File: src/static_mem_ctrl_pkg.sv
// Constants shared by the static memory controller front end.
// Assumes a single 100 MHz clock domain and no register bus.
package static_mem_ctrl_pkg;

    // ------------------------------------------------------------
    // Geometry
    // ------------------------------------------------------------
    localparam int NUM_CS        = 8;
    localparam int ADDR_W        = 26;
    localparam int DATA_W        = 32;
    localparam int LANES         = 4;
    localparam int PAGE_MAX_BYTES = 32;
    localparam int PAGE_IDX_W    = 5;

    // ------------------------------------------------------------
    // Per chip select mode encodings
    // ------------------------------------------------------------
    typedef enum logic [1:0]
    {
        WIDTH_8  = 2'h0,
        WIDTH_16 = 2'h1,
        WIDTH_32 = 2'h2
    } bus_width_t;

    localparam logic LANE_BYTE_SELECT = 1'h0;
    localparam logic LANE_BYTE_WRITE  = 1'h1;

    // Mode word layout: [1:0] width, [2] lane access type.
    localparam int MODE_W        = 3;
    localparam int MODE_WIDTH_LO = 0;
    localparam int MODE_TYPE_BIT = 2;

    // Default mode: 16-bit byte select, suitable for boot.
    localparam logic [MODE_W-1:0] MODE_RESET = 3'h1;

    // ------------------------------------------------------------
    // Strobe timing in master clock cycles
    // ------------------------------------------------------------
    localparam int CNT_W          = 4;
    localparam logic [CNT_W-1:0] SLOW_SETUP = 4'h1;
    localparam logic [CNT_W-1:0] SLOW_PULSE = 4'h1;
    localparam logic [CNT_W-1:0] SLOW_HOLD  = 4'h1;
    localparam logic [CNT_W-1:0] CNT_ONE    = 4'h1;

endpackage

File: src/static_mem_ctrl.sv
// Static memory controller front end: chip selects, address, strobes, lanes.
// Assumes one requester with a level request held until done_out pulses.
// Functional notes
// [RL1] Eight chip select outputs and a 26-bit external address bus.
// [RL2] Each chip select picks an 8-, 16- or 32-bit device width.
// [RL3] Active-low external wait stretches the current access while held; the code samples it only in the strobe pulse state.
// [RL4] Slow clock mode swaps programmed strobe timing for fixed slow timing.
// [RL5] Page mode burst reads of up to 32 bytes are supported.
// [RL6] Chip selects, strobes and byte selects are active low; wait too.
// [RL7] Each chip select spans 64 Mbytes; small devices repeat through it.
// [RL8] Significant address bits: 25:0 for 8-bit, 25:1 for 16, 25:2 for 32.
// [RL9] 16/32-bit chip selects use byte-write or byte-select per type field.
// [RL10] Byte-write on 16-bit: lower and upper write strobes, one read strobe.
// [RL11] Byte-write on 32-bit: four lane write strobes, one read strobe.
// [RL12] The boot chip select cannot use byte-write lane control.
// [RL13] Byte-select: one select per lane, single read and write strobes.
// [RL14] Byte-select uses two selects on 16-bit and four on 32-bit.
// [RL15] A0 shares lane-0 select; A1 shares lane-2 write and select.
// [RL16] Software routes shared pins to this function in the pin multiplexer.
// [RL17] Unused lane selects or upper write strobes for the mode stay unused.
// [RL18] Unused lane outputs are held inactive high during every access.
`timescale 1ns/100ps
`default_nettype none
module static_mem_ctrl
    import static_mem_ctrl_pkg::*;
#(
    parameter int BOOT_CS = 0
)
(
    input  wire logic                     clock_in,
    input  wire logic                     rst_in,
    input  wire logic                     clk_en_in,
    input  wire logic [NUM_CS*MODE_W-1:0] chip_select_mode_in,
    input  wire logic [NUM_CS*CNT_W-1:0]  setup_cycles_in,
    input  wire logic [NUM_CS*CNT_W-1:0]  pulse_cycles_in,
    input  wire logic [NUM_CS*CNT_W-1:0]  hold_cycles_in,
    input  wire logic                     slow_clock_mode_in,
    input  wire logic                     req_in,
    input  wire logic                     req_write_in,
    input  wire logic [2:0]               req_cs_in,
    input  wire logic [ADDR_W-1:0]        req_addr_in,
    input  wire logic [LANES-1:0]         req_byte_en_in,
    input  wire logic [DATA_W-1:0]        req_wdata_in,
    input  wire logic [PAGE_IDX_W-1:0]    req_burst_len_in,
    input  wire logic                     ext_wait_n_in,
    input  wire logic [DATA_W-1:0]        data_in,
    output logic [NUM_CS-1:0]             chip_sel_n_out,
    output logic [ADDR_W-1:2]             addr_out,
    output logic                          read_strobe_n_out,
    output logic                          lane0_select_n_out,
    output logic                          write_enable_n_out,
    output logic                          lane1_write_n_out,
    output logic                          lane2_write_n_out,
    output logic                          lane3_write_n_out,
    output logic [DATA_W-1:0]             data_out,
    output logic                          data_oe_n_out,
    output logic                          busy_out,
    output logic                          done_out,
    output logic                          rdata_valid_out,
    output logic [DATA_W-1:0]             rdata_out
);

    // ------------------------------------------------------------
    // Access sequencer states (Gray along idle-setup-pulse-hold)
    // ------------------------------------------------------------
    typedef enum logic [1:0]
    {
        ST_IDLE  = 2'b00,
        ST_SETUP = 2'b01,
        ST_PULSE = 2'b11,
        ST_HOLD  = 2'b10
    } state_t;

    state_t                state;
    state_t                next_state;
    logic [CNT_W-1:0]      cnt;
    logic [2:0]            cs;
    logic                  wr;
    logic [ADDR_W-1:0]     addr;
    logic [LANES-1:0]      ben;
    logic [PAGE_IDX_W-1:0] beats;
    logic [DATA_W-1:0]     wbuf;

    // ------------------------------------------------------------
    // Per chip select configuration decode
    // ------------------------------------------------------------
    function automatic logic [CNT_W-1:0] pick(input logic [NUM_CS*CNT_W-1:0] v,
                                               input logic [2:0] i);
        pick = v[i*CNT_W +: CNT_W];
    endfunction

    wire [MODE_W-1:0] mode = chip_select_mode_in[cs*MODE_W +: MODE_W];
    wire [1:0] width = mode[MODE_WIDTH_LO +: 2];                     // [RL2]
    // Boot chip select never runs byte-write lanes.
    wire lane_type = (cs == 3'(BOOT_CS)) ? LANE_BYTE_SELECT
                                         : mode[MODE_TYPE_BIT];      // [RL9] [RL12]
    // Slow clock mode overrides the programmed strobe timing.
    // Setup is looked up for the incoming request, since it is loaded as the request is taken.
    wire [CNT_W-1:0] t_setup = slow_clock_mode_in ? SLOW_SETUP
                                                  : pick(setup_cycles_in, req_cs_in); // [RL4]
    wire [CNT_W-1:0] t_pulse = slow_clock_mode_in ? SLOW_PULSE : pick(pulse_cycles_in, cs); // [RL4]
    wire [CNT_W-1:0] t_hold  = slow_clock_mode_in ? SLOW_HOLD  : pick(hold_cycles_in, cs);  // [RL4]
    wire waiting  = !ext_wait_n_in;                                  // [RL6]
    wire cnt_done = (cnt <= CNT_ONE);
    wire in_burst = (beats != '0);
    wire is32 = (width == WIDTH_32);
    wire is16 = (width == WIDTH_16);
    // Address step per beat follows the device width.
    wire [ADDR_W-1:0] step = is32 ? 26'h0000004 : (is16 ? 26'h0000002 : 26'h0000001);

    // ------------------------------------------------------------
    // Next state
    // ------------------------------------------------------------
    always_comb
    begin
        next_state = state;
        unique case (state)
            ST_IDLE:  if (req_in) next_state = ST_SETUP;
            ST_SETUP: if (cnt_done) next_state = ST_PULSE;
            // Wait extends the pulse; the strobe cannot end while held.
            ST_PULSE: if (cnt_done && !waiting)                      // [RL3]
                          next_state = (!wr && in_burst) ? ST_PULSE : ST_HOLD; // [RL5]
            ST_HOLD:  if (cnt_done) next_state = ST_IDLE;
        endcase
    end

    // ------------------------------------------------------------
    // Sequencer registers
    // ------------------------------------------------------------
    always_ff @(posedge clock_in)
    begin
        if (rst_in)
        begin
            state <= ST_IDLE;
            cnt   <= '0;
            cs    <= '0;
            wr    <= 1'h0;
            addr  <= '0;
            ben   <= '0;
            beats <= '0;
            wbuf  <= '0;
        end
        else if (clk_en_in)
        begin
            state <= next_state;
            if (state == ST_IDLE && req_in)
            begin
                cs    <= req_cs_in;
                wr    <= req_write_in;
                addr  <= req_addr_in;                                // [RL7]
                ben   <= req_byte_en_in;
                wbuf  <= req_wdata_in;
                beats <= req_write_in ? '0 : req_burst_len_in;       // [RL5]
                cnt   <= t_setup;                                    // [RL4]
            end
            else if (next_state != state)
                cnt <= (next_state == ST_PULSE) ? t_pulse : t_hold;
            else if (state == ST_PULSE && cnt_done && !waiting && in_burst)
            begin
                // Next page beat: the whole address advances by one device width.
                addr  <= addr + step;                                // [RL5]
                beats <= beats - 1'h1;
                cnt   <= t_pulse;
            end
            else if (!cnt_done && !(state == ST_PULSE && waiting))
                cnt <= cnt - 1'h1;
        end
    end

    // ------------------------------------------------------------
    // Read capture and handshake
    // ------------------------------------------------------------
    wire beat_end = state == ST_PULSE && cnt_done && !waiting && clk_en_in;
    always_ff @(posedge clock_in)
    begin
        if (rst_in)
        begin
            rdata_out       <= '0;
            rdata_valid_out <= 1'h0;
            done_out        <= 1'h0;
        end
        else if (clk_en_in)
        begin
            rdata_valid_out <= beat_end && !wr;
            done_out        <= clk_en_in && state == ST_HOLD && cnt_done;
            if (beat_end && !wr)
                rdata_out <= data_in;
        end
    end

    // ------------------------------------------------------------
    // Pin drive
    // ------------------------------------------------------------
    wire active = (state != ST_IDLE);
    wire pulse  = (state == ST_PULSE);
    // Upper address bits only; narrow devices see the wrap naturally.
    assign addr_out          = addr[ADDR_W-1:2];                     // [RL1] [RL8]
    assign chip_sel_n_out    = ~({{(NUM_CS-1){1'h0}}, active} << cs); // [RL1] [RL6]
    assign read_strobe_n_out = ~(pulse && !wr);                      // [RL6]
    // Write data is held in a register so the bus stays put even if the requester moves on.
    assign data_out          = wbuf;
    assign data_oe_n_out     = ~(active && wr);
    assign busy_out          = active;

    lane_decode u_lanes
    (
        .width_in       (width),
        .lane_type_in   (lane_type),
        .addr_low_in    (addr[1:0]),                                 // [RL8]
        .byte_en_in     (ben),
        .active_in      (active),
        .write_pulse_in (pulse && wr),
        .pin_a0_out     (lane0_select_n_out),
        .pin_we_out     (write_enable_n_out),
        .pin_l1_out     (lane1_write_n_out),
        .pin_a1_out     (lane2_write_n_out),
        .pin_l3_out     (lane3_write_n_out)
    );
endmodule
`default_nettype wire

File: src/lane_decode.sv
// Lane and low address pin multiplexer for the static memory controller.
// Assumes it is fed the current width, lane access type and strobe phase.
`timescale 1ns/100ps
`default_nettype none
module lane_decode
    import static_mem_ctrl_pkg::*;
(
    input  wire logic [1:0]       width_in,
    input  wire logic             lane_type_in,
    input  wire logic [1:0]       addr_low_in,
    input  wire logic [LANES-1:0] byte_en_in,
    input  wire logic             active_in,
    input  wire logic             write_pulse_in,
    output logic                  pin_a0_out,
    output logic                  pin_we_out,
    output logic                  pin_l1_out,
    output logic                  pin_a1_out,
    output logic                  pin_l3_out
);

    // ------------------------------------------------------------
    // Pin sharing
    // ------------------------------------------------------------
    wire is8   = (width_in == WIDTH_8);
    wire is16  = (width_in == WIDTH_16);
    wire is32  = (width_in == WIDTH_32);
    wire bwr   = lane_type_in == LANE_BYTE_WRITE && !is8;
    // Lane selects follow the address timing; write lanes follow the strobe.
    wire [LANES-1:0] sel_n = ~(byte_en_in & {LANES{active_in}});
    wire [LANES-1:0] wr_n  = ~(byte_en_in & {LANES{write_pulse_in}});

    // Address bit 0 on 8-bit, lane-0 select otherwise; unused selects idle high.
    assign pin_a0_out = is8 ? addr_low_in[0] : (bwr ? 1'h1 : sel_n[0]); // [RL15] [RL17] [RL18]
    // Single write enable unless byte-write lanes are in use.
    assign pin_we_out = bwr ? wr_n[0] : ~write_pulse_in;               // [RL10] [RL11] [RL13]
    assign pin_l1_out = is8 ? 1'h1 : (bwr ? wr_n[1] : sel_n[1]);        // [RL14] [RL18]
    // Address bit 1 on 8/16-bit, lane 2 strobe or select on 32-bit.
    assign pin_a1_out = !is32 ? addr_low_in[1] : (bwr ? wr_n[2] : sel_n[2]); // [RL15] [RL11]
    assign pin_l3_out = !is32 ? 1'h1 : (bwr ? wr_n[3] : sel_n[3]);      // [RL14] [RL17] [RL18]

endmodule
`default_nettype wire

File: config.mk
export PLATFORM = sky130hd
export DESIGN_NAME = static_mem_ctrl
export DESIGN_NICKNAME = d
export VERILOG_FILES = /design/src/static_mem_ctrl_pkg.sv /design/src/static_mem_ctrl.sv /design/src/lane_decode.sv
export SDC_FILE = /design/constraint.sdc
export NUM_CORES = 1
export LEC_CHECK = 0
export BUFFER_PORTS_ARGS = -buffer_cell sky130_fd_sc_hd__buf_2
export CAP_MARGIN = 10
export CORE_AREA = 2 2 130 132
export CTS_CLUSTER_DIAMETER = 150
export DETAILED_ROUTE_END_ITERATION = 12
export DIE_AREA = 0 0 132 134
export GPL_TIMING_DRIVEN = 0
export PLACE_DENSITY = 0.75
export SLEW_MARGIN = 20
export SYNTH_ARGS = -nofsm -noshare
export SYNTH_HDL_FRONTEND = slang
export SYNTH_SLANG_ARGS = --single-unit
File: constraint.sdc
create_clock -name clock_in -period 5.51 [get_ports clock_in]
set_input_delay 0.551 -clock clock_in [delete_from_list [all_inputs] [get_ports clock_in]]
set_output_delay 0.551 -clock clock_in [all_outputs]
set_load 0.1 [all_outputs]
==> results.yml <==
run_status:
  status: "completed"
synth:
  netlist_instances: 806
  yosysSeqAreaShare_pct: 33.8
  mappedNetlistNets: 1046
  yosysWarningCount: 0
  ys_async_sr_fraction_pct: 0
  synth_xor_area_share_pct: 0.400
  syn-cell-area_mm2: 0.00657
  ys_ff_latch: 111
  post_synth.cell_area_avg_um2: 8.15
  synthFlopType: "dfxtp_1"
  synth_area_leaders: "dfxtp_1 (34%), nand2_1 (11%), mux4_2 (9.9%)"
  synthAdderAreaFrac_pct: 2.21
  synth_top_area_cell: "dfxtp_1"
  synth-compound-area-share_pct: 20.8
  synth_top_area_share_pct: 33.8
  synth_top_family_by_area: "simple AND/OR/NAND/NOR gates"
  synth_edf_count: 0
  synthSimpleGateAreaFrac_pct: 21.5
  synthDistinctLibCells: 70
  muxShareOfSynthArea_pct: 13.0
global_routing:
  grt_pass1_vias: 7276
  grt_max_degree: 21
  track_usage_pct: 26.9
  antenna_found_initial: 3
  grt_pass1_wl_mm: 37.8
  grt_overflow: 0
worst_hold_path:
  hold_path.class: "in2reg"
clock_tree:
  tritoncts: "yes"
  numCtsBuffers: 9
  cts_root_buf: "clkbuf_16"
  cts.repair.resized: 0
  h-tree-depth: 3
  cts_buffer_depth: 2
  cts.sinks: 111
  post_cts_buffers: 0
  clock_latency_ns: 0.35
  clk_pin_slew_ns: 0.08
  cts_hold_buf: 0
timing:
  holdWs_ns: 0.422
  max_freq_ghz: 0.239
  slew_violations: 0
  period_minus_slack_ns: 4.18
  fin_skew_ns: 0.0143
  period_share_pct: 75.9
  rsz0062_at_grt: "no"
  setup_violations: 0
  fin_setup_tns_ns: 0
  relSlewSlack_pct: 44.4
  hold_viol: 0
  worstMarginPinSlew_ns: 0.831
route:
  first_pass_iters: 5
  wl_per_cell_um: 17.8
  drt_iter0_drc: 660
  viasPerCell: 5.47
  via_count: 7500
  drtAntennaViolNets: 0
  wl_mm: 24.4
  drc: 0
flow_run:
  maxCapViolCount: 0
setup_path:
  slowest_delay_ns: 0.59
  path_max_fanout: 10
  path_cells: "buf_4 > buf_4 > buf_1 > mux4_2 > mux2i_1 > inv_1 > ha_1 > ha_1 > a21o_1 > a21oi_1 > nor3_1 > nand2_1 > or4_1 > a31oi_1"
  critical_path_arrival_ns: 4.47
  path_class: "reg2reg"
  cp-end-kind: "register"
  cpMaxStageDelayCell: "nor3_1"
  critPathBufInv: 4
  path_delay_family: "simple AND/OR/NAND/NOR gates"
  start_kind: "register"
  crit_required_ns: 5.79
final_layout:
  fillers: 1590
  fin_area_mm2: 0.00878
  area_delta_synth_final_pct: 33.6
  drive_gt1_share_pct: 38.4
  final_util_pct: 53.9
  fin_nets: 1385
place:
  placed_cell_area_mm2: 0.00849
  portBuffers: 328
  place.gp.congestion: 0.924
  dp_hpwl_mm: 19.3
die:
  die_h_um: 134
  die_x_um: 132
  die_area_mm2: 0.0177
  core-area_mm2: 0.0163
  io_pins: 335
  num_rows: 47
  start_util_pct: 40.3
power:
  ir_drop_v: 0.000308
  powerDensity_mw_per_mm2: 298
  p_total_mw: 2.62
  leakage_nw: 3.83
-- flip-flops by register name (all words and copies together), names as in the netlist, 2 cells and up --
| signal | cells |
|---|---|
| data_out | 32 |
| rdata_out | 32 |
| addr | 26 |
| beats | 5 |
| ben | 4 |
| cnt | 4 |
| cs | 3 |
| state | 2 |
-- kinds of logic after synthesis --
logic type | Yosys count
simple gates | 317
compound gates | 211
flops | 111
fa+ha+maj | 11
xor+xnor | 3
mux | 48
buf+inv | 105
-- layout by cell type (no fill, tap or decap), types with 11 or more instances in the layout --
cell,count
buf_4,30
a21oi_1,105
inv_1,18
nand3_1,19
clkbuf_1,31
mux4_2,29
a31oi_1,11
buf_2,345
nor2_1,35
o21ai_0,15
dfxtp_1,111
mux2i_1,13
nor3_1,14
nand2_1,196
-- report_power, final --
group          switching (mW)  internal (mW)  leakage [nW]
logic                   0.712          0.361          2.79
registers              0.0533          0.856         0.901
clock network           0.321          0.316         0.140
total                    1.09           1.53          3.83
-- per-layer routing --
layer	share of wire, %	global-route usage (%)	up-vias
li1	-	-	3553
met1	40	33.7	3428
met2	46	43.7	445
met3	11	8.35	70
met4	3.0	9.90	4
met5	0.098	0	-
-- Yosys cell counts (6+ instances only) --
cell / count
a21oi_1: 105
and2_1: 7
o21ai_0: 15
dfxtp_1: 111
inv_1: 18
ha_1: 10
and3_1: 9
clkbuf_1: 31
nand3_1: 19
nand2_1: 196
a32o_1: 6
mux2i_1: 13
nor2_1: 35
buf_2: 17
a22oi_1: 7
buf_1: 6
o32ai_1: 8
o22ai_1: 6
a31oi_1: 11
mux2_2: 6
nand4_1: 7
nor3_1: 14
mux4_2: 29
buf_4: 30
-- through the flow --
step           std cells  setup WS [ns]
3_5_place_dp        1354           1.41
2_1_floorplan        806           1.34
6_report            1371           1.33
5_1_grt             1371          0.988
3_3_place_gp        1354           1.54
4_1_cts             1370           1.39
-- worst register-to-register path: cells and delay by family (launching register included) --
| family | cells | cell delay (ns) |
|---|---|---|
| buffers and inverters | 4 | 1.03 |
| AOI/OAI and AO/OA | 3 | 0.42 |
| and+or+nand+nor | 3 | 1.15 |
| DFF | 1 | 0.33 |
| adders and majority gates | 2 | 0.53 |
| muxes | 2 | 0.65 |
-- area by class of cell --
class	count	area (um2)	share of cell area (%)
timing repair buffer	328	1640	18.7
multi-input combinational	590	3800	43.3
inverter	19	71.3	0.813
antenna	1	2.50	0.0285
clock buffer	9	225	2.57
clock inverter	7	63.8	0.727
sequential	111	2220	25.3
tap	220	275	3.14
buffer	86	472	5.37
-- worst paths after layout --
check	endpoint	slack, ns	depth (start not counted)	start
setup / recovery	addr[13]$_SDFFE_PP0P_	1.33	14	cs[1]$_SDFFE_PP0P_
hold / removal	rdata_out[0]$_SDFFE_PP0P_	0.42	3	data_in[0]
setup reg to reg	addr[13]$_SDFFE_PP0P_	1.33	14	cs[1]$_SDFFE_PP0P_
hold reg to reg	rdata_out[26]$_SDFFE_PP0P_	0.45	2	rdata_out[26]$_SDFFE_PP0P_
(Power assumes the default switching activity.)
